<file path="config.mk">
export PLATFORM = sky130hd
export DESIGN_NAME = txc_decoder
export DESIGN_NICKNAME = d
export VERILOG_FILES = /design/src/rtl/txc_pkg.sv /design/src/rtl/txc_pad_calc.sv /design/src/rtl/txc_decoder.sv
export SDC_FILE = /design/constraint.sdc
export NUM_CORES = 1
export LEC_CHECK = 0
export BUFFER_PORTS_ARGS = -buffer_cell sky130_fd_sc_hd__buf_2
export CAP_MARGIN = 20
export CORE_UTILIZATION = 55
export DETAILED_ROUTE_END_ITERATION = 10
export PLACE_DENSITY = 0.81
export SLEW_MARGIN = 20
export SYNTH_ARGS = -nofsm -noshare
export SYNTH_HDL_FRONTEND = slang
export SYNTH_SLANG_ARGS = --single-unit
export TNS_END_PERCENT = 5
</file>
<file path="constraint.sdc">
create_clock -name mclk -period 15.75 [get_ports mclk]
set_clock_uncertainty 0.05 [all_clocks]
set_input_delay 1.575 -clock mclk [delete_from_list [all_inputs] [get_ports mclk]]
set_output_delay 1.575 -clock mclk [all_outputs]
set_load 0.05 [all_outputs]
</file>
<file path="src/rtl/txc_pkg.sv">
// constants, types and helpers for the transmit command decoder
// assumes one clock domain and 32-bit words already assembled from the host bus
package txc_pkg;

  // ==========================================================
  // register map (byte addresses)
  localparam logic [31:0] REG_INT_STS = 32'h0000_0000;
  localparam logic [31:0] REG_INT_EN = 32'h0000_0004;
  localparam logic [31:0] REG_INT_CLR = 32'h0000_0008;
  localparam logic [31:0] REG_DEC_STATE = 32'h0000_000c;
  localparam int STS_DONE = 0;
  localparam int STS_ERR = 1;
  localparam logic [1:0] INT_STS_RST = 2'h0;
  localparam logic [1:0] INT_EN_RST = 2'h0;
  localparam logic [1:0] RESP_OKAY = 2'h0;
  localparam logic [1:0] RESP_SLVERR = 2'h2;

  // ==========================================================
  // first command word fields
  localparam int CA_IOC = 31;
  localparam int CA_ALIGN_LO = 24;
  localparam int CA_OFF_LO = 16;
  localparam int CA_FIRST = 13;
  localparam int CA_LAST = 12;
  localparam int CA_SIZE_LO = 0;
  // second command word: packet length
  localparam int CB_LEN_LO = 0;

  localparam logic [1:0] ALIGN_4 = 2'h0;
  localparam logic [1:0] ALIGN_16 = 2'h1;
  localparam logic [1:0] ALIGN_32 = 2'h2;
  localparam logic [5:0] ALIGN_4_BYTES = 6'h04;
  localparam logic [5:0] ALIGN_16_BYTES = 6'h10;
  localparam logic [5:0] ALIGN_32_BYTES = 6'h20;

  // ==========================================================
  // types
  typedef enum logic [3:0] {
    S_CMD_A = 4'h1,
    S_CMD_B = 4'h2,
    S_DATA = 4'h4,
    S_PAD = 4'h8
  } txc_state_e;

  typedef struct packed {
    logic awvalid;
    logic [31:0] awaddr;
    logic wvalid;
    logic [31:0] wdata;
    logic [3:0] wstrb;
    logic bready;
    logic arvalid;
    logic [31:0] araddr;
    logic rready;
  } txc_axi_req_s;

  typedef struct packed {
    logic awready;
    logic wready;
    logic bvalid;
    logic [1:0] bresp;
    logic arready;
    logic rvalid;
    logic [31:0] rdata;
    logic [1:0] rresp;
  } txc_axi_rsp_s;

  typedef struct packed {
    logic valid;
    logic [31:0] data;
  } txc_word_s;

  typedef struct packed {
    logic valid;
    logic [31:0] data;
    logic [3:0] be;
    logic buf_end;
    logic last_seg;
  } txc_beat_s;

  // ==========================================================
  // bytes rounded up to a power-of-two unit, result in 32-bit words
  function automatic logic [9:0] round_up_words(input logic [11:0] nbytes,
                                                input logic [5:0] unit);
    logic [12:0] m;
    logic [12:0] r;
    m = {7'h00, unit} - 13'h0001;
    r = ({1'b0, nbytes} + m) & ~m;
    return r[11:2];
  endfunction

endpackage

</file>
<file path="src/rtl/txc_pad_calc.sv">
// word counts of one buffer: words holding data and words after end alignment
// assumes offset and size come straight from the first command word
`timescale 1ns/1ps
module txc_pad_calc (
  input wire logic [4:0] off,
  input wire logic [10:0] size,
  input wire logic [1:0] align,
  output logic [9:0] data_words,
  output logic [9:0] total_words,
  output logic bad_align
);
  import txc_pkg::*;

  logic [11:0] nbytes;
  logic [5:0] unit;

  // ==========================================================
  // alignment decode
  always_comb begin
    nbytes = {7'h00, off} + {1'b0, size};
    bad_align = 1'b0;
    case (align)
      ALIGN_4: unit = ALIGN_4_BYTES;
      ALIGN_16: unit = ALIGN_16_BYTES;
      ALIGN_32: unit = ALIGN_32_BYTES;
      default: begin
        // reserved code: fall back to word alignment and report it
        unit = ALIGN_4_BYTES;
        bad_align = 1'b1;
      end
    endcase
    data_words = round_up_words(nbytes, ALIGN_4_BYTES);
    total_words = round_up_words(nbytes, unit);
  end

endmodule

</file>
<file path="src/rtl/txc_decoder.sv">
// transmit command decoder: parses both command words, strips offset and pad
// assumes host words arrive as 32-bit units in write order, one clock domain
//
// What this block and its host do
// completion request raises done after whole buffer
// done flag can drive interrupt output
// host writes zeros to reserved bits
// alignment code: 4, 16, 32 bytes, 11 reserved
// host pads buffer to chosen end alignment
// padding words are discarded, never sent
// five-bit start offset, zero to 31 bytes
// bytes before start offset are dropped
// size counts payload bytes only, locates padding
// summed sizes checked against packet length
// host order: command A, command B, data
// pad word count from size, offset, alignment
`timescale 1ns/1ps
module txc_decoder (
  input wire logic mclk,
  input wire logic rst,
  input wire txc_pkg::txc_axi_req_s axi_req,
  output txc_pkg::txc_axi_rsp_s axi_rsp,
  input wire txc_pkg::txc_word_s host_word,
  output logic host_ready,
  output txc_pkg::txc_beat_s mac_beat,
  input wire logic mac_ready,
  output logic irq
);
  import txc_pkg::*;

  typedef struct packed {
    txc_state_e st;
    logic ioc;
    logic first_seg;
    logic last_seg;
    logic [1:0] align;
    logic [4:0] off;
    logic [10:0] size;
    logic [10:0] pkt_len;
    logic [11:0] sum;
    logic [9:0] data_words;
    logic [9:0] words_left;
    logic [9:0] word_idx;
    txc_beat_s out;
    logic [1:0] sts;
    logic [1:0] en;
    logic aw_got;
    logic [31:0] awaddr;
    logic w_got;
    logic [31:0] wdata;
    logic [3:0] wstrb;
    logic bvalid;
    logic [1:0] bresp;
    logic rvalid;
    logic [31:0] rdata;
    logic [1:0] rresp;
  } txc_regs_s;

  txc_regs_s r;
  txc_regs_s next_r;
  logic [9:0] calc_dw;
  logic [9:0] calc_tw;
  logic calc_bad;
  logic take;
  logic [1:0] set;
  logic [1:0] clr;
  logic [11:0] new_sum;
  logic [3:0] be;

  // ==========================================================
  // byte lanes of one word that lie inside [off, off+size)
  function automatic logic [3:0] byte_en(input logic [9:0] idx, input logic [4:0] off,
                                         input logic [10:0] size);
    logic [11:0] pos;
    logic [11:0] stop;
    byte_en = 4'h0;
    stop = {7'h00, off} + {1'b0, size};
    for (int j = 0; j < 4; j++) begin
      pos = {idx, 2'b00} + 12'(j);
      byte_en[j] = (pos >= {7'h00, off}) && (pos < stop);
    end
  endfunction

  // ==========================================================
  // pad arithmetic
  txc_pad_calc u_calc (
    .off(r.off),
    .size(r.size),
    .align(r.align),
    .data_words(calc_dw),
    .total_words(calc_tw),
    .bad_align(calc_bad)
  );

  // ==========================================================
  // ports
  // one output stage: a data word is taken only when the stage is free or draining; command and pad words always are
  always_comb begin
    case (r.st)
      S_DATA: host_ready = !r.out.valid || mac_ready;
      S_CMD_A, S_CMD_B, S_PAD: host_ready = 1'b1;
      default: host_ready = 1'b0;
    endcase
  end
  assign take = host_word.valid && host_ready;
  assign mac_beat = r.out;
  assign irq = |(r.sts & r.en);
  assign axi_rsp.awready = !r.aw_got && !r.bvalid;
  assign axi_rsp.wready = !r.w_got && !r.bvalid;
  assign axi_rsp.bvalid = r.bvalid;
  assign axi_rsp.bresp = r.bresp;
  assign axi_rsp.arready = !r.rvalid;
  assign axi_rsp.rvalid = r.rvalid;
  assign axi_rsp.rdata = r.rdata;
  assign axi_rsp.rresp = r.rresp;

  // ==========================================================
  // next state
  always_comb begin
    next_r = r;
    set = 2'h0;
    clr = 2'h0;
    new_sum = r.first_seg ? {1'b0, r.size} : r.sum + {1'b0, r.size};
    be = byte_en(r.word_idx, r.off, r.size);
    if (r.out.valid && mac_ready) begin
      next_r.out.valid = 1'b0;
    end
    case (r.st)
      S_CMD_A: begin
        if (take) begin
          // reserved bits 30:26 and 23:21 are not looked at
          next_r.ioc = host_word.data[CA_IOC];
          next_r.align = host_word.data[CA_ALIGN_LO +: 2];
          next_r.off = host_word.data[CA_OFF_LO +: 5];
          next_r.first_seg = host_word.data[CA_FIRST];
          next_r.last_seg = host_word.data[CA_LAST];
          next_r.size = host_word.data[CA_SIZE_LO +: 11];
          next_r.st = S_CMD_B;
        end
      end
      S_CMD_B: begin
        if (take) begin
          next_r.pkt_len = host_word.data[CB_LEN_LO +: 11];
          next_r.sum = new_sum;
          if (r.last_seg && (new_sum != {1'b0, host_word.data[CB_LEN_LO +: 11]})) begin
            set[STS_ERR] = 1'b1;
          end
          if (calc_bad) begin
            set[STS_ERR] = 1'b1;
          end
          next_r.data_words = calc_dw;
          next_r.words_left = calc_tw;
          next_r.word_idx = 10'h000;
          if (calc_tw == 10'h000) begin
            next_r.st = S_CMD_A;
            set[STS_DONE] = r.ioc;
          end else if (calc_dw == 10'h000) begin
            next_r.st = S_PAD;
          end else begin
            next_r.st = S_DATA;
          end
        end
      end
      S_DATA: begin
        if (take) begin
          // words holding only offset bytes are swallowed
          if (be != 4'h0) begin
            next_r.out.valid = 1'b1;
            next_r.out.data = host_word.data;
            next_r.out.be = be;
            next_r.out.buf_end = (r.word_idx == r.data_words - 10'h001);
            next_r.out.last_seg = r.last_seg;
          end
          next_r.word_idx = r.word_idx + 10'h001;
          next_r.words_left = r.words_left - 10'h001;
          if (r.words_left == 10'h001) begin
            next_r.st = S_CMD_A;
            set[STS_DONE] = r.ioc;
          end else if (r.word_idx + 10'h001 == r.data_words) begin
            next_r.st = S_PAD;
          end
        end
      end
      S_PAD: begin
        if (take) begin
          // host alignment words, dropped here
          next_r.words_left = r.words_left - 10'h001;
          if (r.words_left == 10'h001) begin
            next_r.st = S_CMD_A;
            set[STS_DONE] = r.ioc;
          end
        end
      end
      default: next_r.st = S_CMD_A;
    endcase

    // register bus: address and data may come in either order
    if (axi_req.awvalid && !r.aw_got && !r.bvalid) begin
      next_r.aw_got = 1'b1;
      next_r.awaddr = axi_req.awaddr;
    end
    if (axi_req.wvalid && !r.w_got && !r.bvalid) begin
      next_r.w_got = 1'b1;
      next_r.wdata = axi_req.wdata;
      next_r.wstrb = axi_req.wstrb;
    end
    if (r.aw_got && r.w_got) begin
      next_r.aw_got = 1'b0;
      next_r.w_got = 1'b0;
      next_r.bvalid = 1'b1;
      next_r.bresp = RESP_OKAY;
      case (r.awaddr)
        REG_INT_EN: begin
          if (r.wstrb[0]) begin
            next_r.en = r.wdata[1:0];
          end
        end
        REG_INT_CLR: begin
          if (r.wstrb[0]) begin
            clr = r.wdata[1:0];
          end
        end
        REG_INT_STS, REG_DEC_STATE: next_r.bresp = RESP_OKAY;
        default: next_r.bresp = RESP_SLVERR;
      endcase
    end
    if (r.bvalid && axi_req.bready) begin
      next_r.bvalid = 1'b0;
    end
    if (r.rvalid && axi_req.rready) begin
      next_r.rvalid = 1'b0;
    end
    if (axi_req.arvalid && !r.rvalid) begin
      next_r.rvalid = 1'b1;
      next_r.rresp = RESP_OKAY;
      case (axi_req.araddr)
        REG_INT_STS: next_r.rdata = {30'h0, r.sts};
        REG_INT_EN: next_r.rdata = {30'h0, r.en};
        REG_INT_CLR: next_r.rdata = 32'h0;
        REG_DEC_STATE: next_r.rdata = {4'h0, r.sum, 2'h0, r.words_left, r.st};
        default: begin
          next_r.rdata = 32'h0;
          next_r.rresp = RESP_SLVERR;
        end
      endcase
    end
    // a new event outlives a clear in the same cycle
    next_r.sts = (r.sts & ~clr) | set;
  end

  // ==========================================================
  // state register
  always_ff @(posedge mclk or posedge rst) begin
    if (rst) begin
      r <= '0;
      r.st <= S_CMD_A;
      r.sts <= INT_STS_RST;
      r.en <= INT_EN_RST;
    end else begin
      r <= next_r;
    end
  end

endmodule

</file>
-- Yosys cells after proc, flatten, opt, wreduce, memory -nomap -nowiden
Cells that the tools add are included.
- register bits after elaboration: 218
- latch bits: 0
- RAM bits: 0
- bits in read-only memories: 0
- input port bits: 141
- word-level logic and storage cells: 166
- memories: 0
- $add $sub $neg: 11
- multipliers: 0
- div/mod/pow operators: 0
- order comparisons: 8
- equality and inequality tests: 22
- shifts and indexed selects: 0
- mux-type cells: 43
- bitwise logic cells: 6
- reductions and logical operators: 48
- operator list (cell ; count):
    32-bit by 4-bit equality test with 1-bit output, second input constant ; 4
    28-bit one-hot mux with 3 select lines ; 1
    39-bit 2-to-1 mux ; 2
    32-bit by 3-bit equality test with 1-bit output, second input constant ; 2
    32-bit zero test ; 2
    59-bit 2-to-1 mux ; 1
    12-bit by 5-bit greater-or-equal comparator with 1-bit output ; 4
    12-bit < comparator ; 4
    37-bit 2-to-1 mux ; 1
    12-bit by 2-bit adder with 12-bit output, second input constant ; 3
    35-bit 2-to-1 mux ; 1
    33-bit 2-to-1 mux ; 1
    4-bit 2-to-1 mux ; 8
    10-bit one-hot mux with 3 select lines ; 1
    25-bit 2-to-1 mux ; 1
    10-bit equality test ; 2
    10-bit zero test ; 2
    20-bit 2-to-1 mux ; 1
    10-bit one-hot mux with 2 select lines ; 1
    10-bit by 1-bit subtractor with 10-bit output, second input constant ; 2
    1-bit logical AND ; 17
    4-bit one-hot mux with 4 select lines ; 1
    12-bit by 1-bit adder with 12-bit output, second input constant ; 1
    12-bit by 11-bit adder with 12-bit output ; 1
    other kinds (39) ; 74

-- Longest topological paths before layout
- word-level depth: 10
- depth in mapped cells: 18

-- Modules after synthesis
A second synthesis with hierarchy kept.
- cell total of the unflattened synthesis: 1100
- area, all modules: 11245.8 sq um
- modules (own cells, without submodules) (module ; instances ; cells an instance ; area each (sq um)):
    txc_decoder ; 1 ; 996 ; 10321.1
    txc_pad_calc ; 1 ; 104 ; 924.6

-- Worst setup path before layout
OpenSTA, ideal clock, no wires.
- path type: input to output
- start point: input port mac_ready
- end point: output port host_ready
- arrival: 2867 ps
- required time: 14125 ps
- path slack: 11258 ps
- stages: 4
- cell sequence: inv_1 > nand2_1 > a31oi_1 > o21ai_0
- word-level cells in the longest chain between the ends: 2
- RTL lines (element ; RTL line ; source):
    start, declared ; txc_decoder.sv:26 ; input wire logic mac_ready,
    1-bit logical OR ; txc_decoder.sv:100 ; S_DATA: host_ready = !r.out.valid || mac_ready;
    1-bit one-hot mux with 2 select lines ; txc_decoder.sv:99 ; case (r.st)
    end, declared ; txc_decoder.sv:24 ; output logic host_ready,
No other way between the ends.

-- Worst setup path after layout
- start point: register r[206] (netlist name)
- end point: register r, in the netlist mac_beat[37]
- word-level cells in the longest chain between the ends: 5
- elaborated cells between the ends (all ways): 11
- those cells by class: add/sub: 1; order compare: 4; reduce/logical: 6
- RTL lines (element ; RTL line ; source):
    start, declared ; txc_decoder.sv:59 ; txc_regs_s r;
    start signal, assigned ; txc_decoder.sv:260 ; r <= next_r;
    5-bit by 11-bit adder with 12-bit output * ; txc_decoder.sv:77 ; stop = {7'h00, off} + {1'b0, size};
    12-bit < comparator ; txc_decoder.sv:80 ; byte_en[j] = (pos >= {7'h00, off}) && (pos < stop);
    1-bit logical AND ; txc_decoder.sv:80 ;
    4-bit nonzero test * ; txc_decoder.sv:167 ; if (be != 4'h0) begin
    3-bit AND reduction (no source line) * ; - ;
Mark *: on every way between the ends. The rest lies on a longest branch, timed or not.
A chain may end at the register's enable or synchronous reset.

==> impl_metrics.csv <==
group,metric,value,unit
detailed_routing,wire_per_inst,16.9,um
clocking,cts_made_buffers,17,
timing,max_slew.worst_pin.slew,0.990,ns
yosys,synth.ff_latch_count,177,
floorplan,rows,50,
yosys,synthesis.area,10700,um2
clocking,tritoncts,"built",
yosys,synth.yosys.warnings,0,
critical_path,r2r_setup_slack,10.66,ns
critical_path,cell_count_of_the_worst_reg_to_reg_path,17,
timing,maxSlewHeadroom,34.0,%
global_route,grt_pass1_vias,8164,
yosys,post-synth-top-count-cell,"sky130_fd_sc_hd__dfrtp_1",
critical_path,crit_buf_inv,2,
yosys,yosys_most_used_dff,"sky130_fd_sc_hd__dfrtp_1",
power_and_ir_drop,cellLeakagePower,5.74,nW
timing,finalCritPeriodShare,32.3,%
power_and_ir_drop,power,2.91,mW
global_route,gr-usage-all-layers,25.4,%
clocking,worst_setup_hold_path_clk_slew,0.07,ns
critical_path,start_kind,"flop",
clocking,h-tree-depth,4,
yosys,synthArstFlopShare,100,%
worst_hold_path,worst_hold_path.num_cells,2,
global_route,grt_pass1_wl,40.0,mm
floorplan,start_util,56.7,%
clocking,cts-root-buf,"sky130_fd_sc_hd__clkbuf_16",
detailed_routing,postRouteAntennaNets,0,
critical_path,slowest_cp_cell,"sky130_fd_sc_hd__a221oi_1",
clocking,clock_sink_count,177,
clocking,cts_hold_buf,0,
detailed_routing,drt-pass1-iter-count,5,
floorplan,die_height,142,um
yosys,postSynthAreaPerCell,9.88,um2
run,drv.max_cap_violation_count,0,
floorplan,core,18900,um2
timing,minimum_clock_period,5.09,ns
detailed_routing,detailedRoute.firstIterationViolations,562,
critical_path,maximum_fanout_encountered_on_the_critical_timing_path,33,
yosys,netlist.top_cell.by_area,"sky130_fd_sc_hd__dfrtp_1",
timing,finalHoldWorstSlack,0.436,ns
worst_hold_path,timing.hold.worst.class,"reg2reg",
cells_and_area,fin_nets,1372,
critical_path,critPathCaptureType,"flop",
critical_path,timing.critical_path.slowest_cell_delay,0.59,ns
global_route,largest_net_degree_at_the_start_of_global_routing,96,
status,run_status,"finished clean",
timing,setup_tns,0,ns
floorplan,ioPinCount,223,
clocking,cts_max_path_buffers,2,
yosys,synth_top_cells_by_area,"sky130_fd_sc_hd__dfrtp_1 (41%), sky130_fd_sc_hd__mux2_2 (9.6%), sky130_fd_sc_hd__ha_1 (5.6%)",
detailed_routing,drc,0,
power_and_ir_drop,irDropWorstVdd,0.184,mV
global_route,total_overflow_reported_by_the_global_router,0,
timing,finalHoldViolCount,0,
cells_and_area,filler_cell_count,1532,
global_route,antenna_found_initial,1,
cells_and_area,drive_above_1_share,27.3,%
yosys,synth_enable_flop_cells,0,
cells_and_area,flow.area_growth_from_synthesis,10.9,%
worst_hold_path,holdPathEnd,"axi_rsp[2]",
detailed_routing,vias,8541,
worst_hold_path,worstHoldStart,"axi_rsp[2]",
critical_path,reg2reg_capture_point,"mac_beat[37]",
critical_path,crit-reg2reg-launch,"r[206]",
timing,setup_slack,10.66,ns
critical_path,category_of_the_most_critical_setup_path,"reg2reg",
place,place.detailed.hpwl,18.2,mm
clocking,post-cts-setup-buffer-count,0,
place,post-place-ws,10.72,ns
timing,maxSlewViolCount,0,
detailed_routing,detail_route.wirelength,24.6,mm
yosys,synthesis.instances,1084,
critical_path,critical_path.top_delay_family,"compound AO/OA/AOI/OAI gates",
power_and_ir_drop,power_density,245,nW/um2
timing,max_clock_freq,0.196,GHz
clocking,clkLatencyLatePin,0.44,ns
cells_and_area,finalCoreUtilization,62.9,%
yosys,ys_top_cells_by_count,"sky130_fd_sc_hd__dfrtp_1 (176), sky130_fd_sc_hd__mux2_2 (91), sky130_fd_sc_hd__buf_4 (77), sky130_fd_sc_hd__nand2_1 (77), sky130_fd_sc_hd__o21ai_0 (73)",
timing,setup_violations,0,
yosys,ys_seq_area_share,41.4,%
floorplan,floorplan.die.width,142,um
place,gp_congestion,0.929,
place,port_buffers,181,
yosys,yosysUniqueCellTypes,72,
critical_path,timing.critical_path.cells,"ha_1 -> and3_1 -> o21ai_0 -> a21oi_1 -> nand2_1 -> xnor2_1 -> inv_1 -> ha_1 -> a21oi_1 -> o221ai_1 -> a221oi_1 -> o221ai_1 -> nand2_1 -> nor2_1 -> a21oi_4 -> buf_4 -> mux2_2",
critical_path,worstPathArrival,5.35,ns
floorplan,die_area,20000,um2
critical_path,cp.required,16.01,ns
timing,unrepaired_setup_endpoints_after_global_routing,"false",
clocking,cts_resized,0,
detailed_routing,via_per_inst,5.87,
yosys,synth.top_cell.area_share,41.1,%
-- layout by cell type, fill, tap and decap left out, types with 22 or more instances in the layout --
master / instances
sky130_fd_sc_hd__a21oi_1: 41
sky130_fd_sc_hd__a22o_1: 28
sky130_fd_sc_hd__buf_2: 181
sky130_fd_sc_hd__dfrtp_1: 176
sky130_fd_sc_hd__ha_1: 48
sky130_fd_sc_hd__inv_1: 45
sky130_fd_sc_hd__mux2_2: 91
sky130_fd_sc_hd__nand2_1: 76
sky130_fd_sc_hd__nand3_1: 23
sky130_fd_sc_hd__nor2_1: 63
sky130_fd_sc_hd__nor3_1: 24
sky130_fd_sc_hd__nor4_1: 23
sky130_fd_sc_hd__o21ai_0: 73
sky130_fd_sc_hd__xnor2_1: 45
sky130_fd_sc_hd__xor2_1: 22
-- area by class of cell --
type	instances	area, um2	area share (%)
Clock buffer	21	480	4.04
Multi-Input combinational cell	751	5410	45.5
Clock inverter	10	98.8	0.832
Inverter	47	181	1.53
Antenna cell	1	2.50	0.0211
Timing Repair Buffer	187	955	8.04
Sequential cell	177	4430	37.3
Tap cell	260	325	2.74
-- per-stage QoR --
stage	std cells	cell area [um2]
floorplan	1097	10800
global placement	1422	11300
detailed placement	1422	11300
CTS	1453	11900
global route	1454	11900
finish	1454	11900
-- kinds of logic after synthesis --
group	Yosys count	synth area share, %
AND/OR/NAND/NOR	273	12.5
AO/OA/AOI/OAI	243	15.1
flip-flops	177	41.4
buffers and inverters	169	8.78
multiplexers	104	10.8
XOR/XNOR	67	5.48
adder cells (fa/ha/maj)	50	5.98
other	1	0.0350
-- metal layers --
metal	track usage, %	part of all wire (%)
met1	33.9	45
met2	42.0	47
met3	4.22	5.9
met4	8.72	1.9
met5	0	0
-- report_power, final --
| group | internal, mW | leakage (nW) | switching, mW |
|---|---|---|---|
| Sequential | 0.622 | 2.25 | 0.174 |
| Clock | 0.235 | 0.282 | 0.183 |
| Combinational | 0.679 | 3.21 | 1.02 |
-- tightest hold or removal path, delay by kind of cell, from the launching register on --
family | cells | cell delay [ns]
flops | 1 | 0.34
compound gates | 1 | 0.06
simple gates | 1 | 0.05
-- registers in the layout (all words and copies together) (netlist names) --
| signal | cells |
|---|---|
| axi_rsp | 30 |
| mac_beat | 39 |
| r | 108 |
-- worst max-delay path by stage --
stage	from	end	slack (ns)	cells past startpoint
floorplan	rst	axi_rsp[10]	9.32	1
global placement	r[206]	mac_beat[14]	10.82	17
detailed placement	r[206]	mac_beat[27]	10.72	17
CTS	r[217]	mac_beat[25]	10.70	17
global route	r[206]	mac_beat[37]	10.24	17
finish	r[206]	mac_beat[37]	10.66	17
No activity file was read; power rests on OpenSTA's default activity.
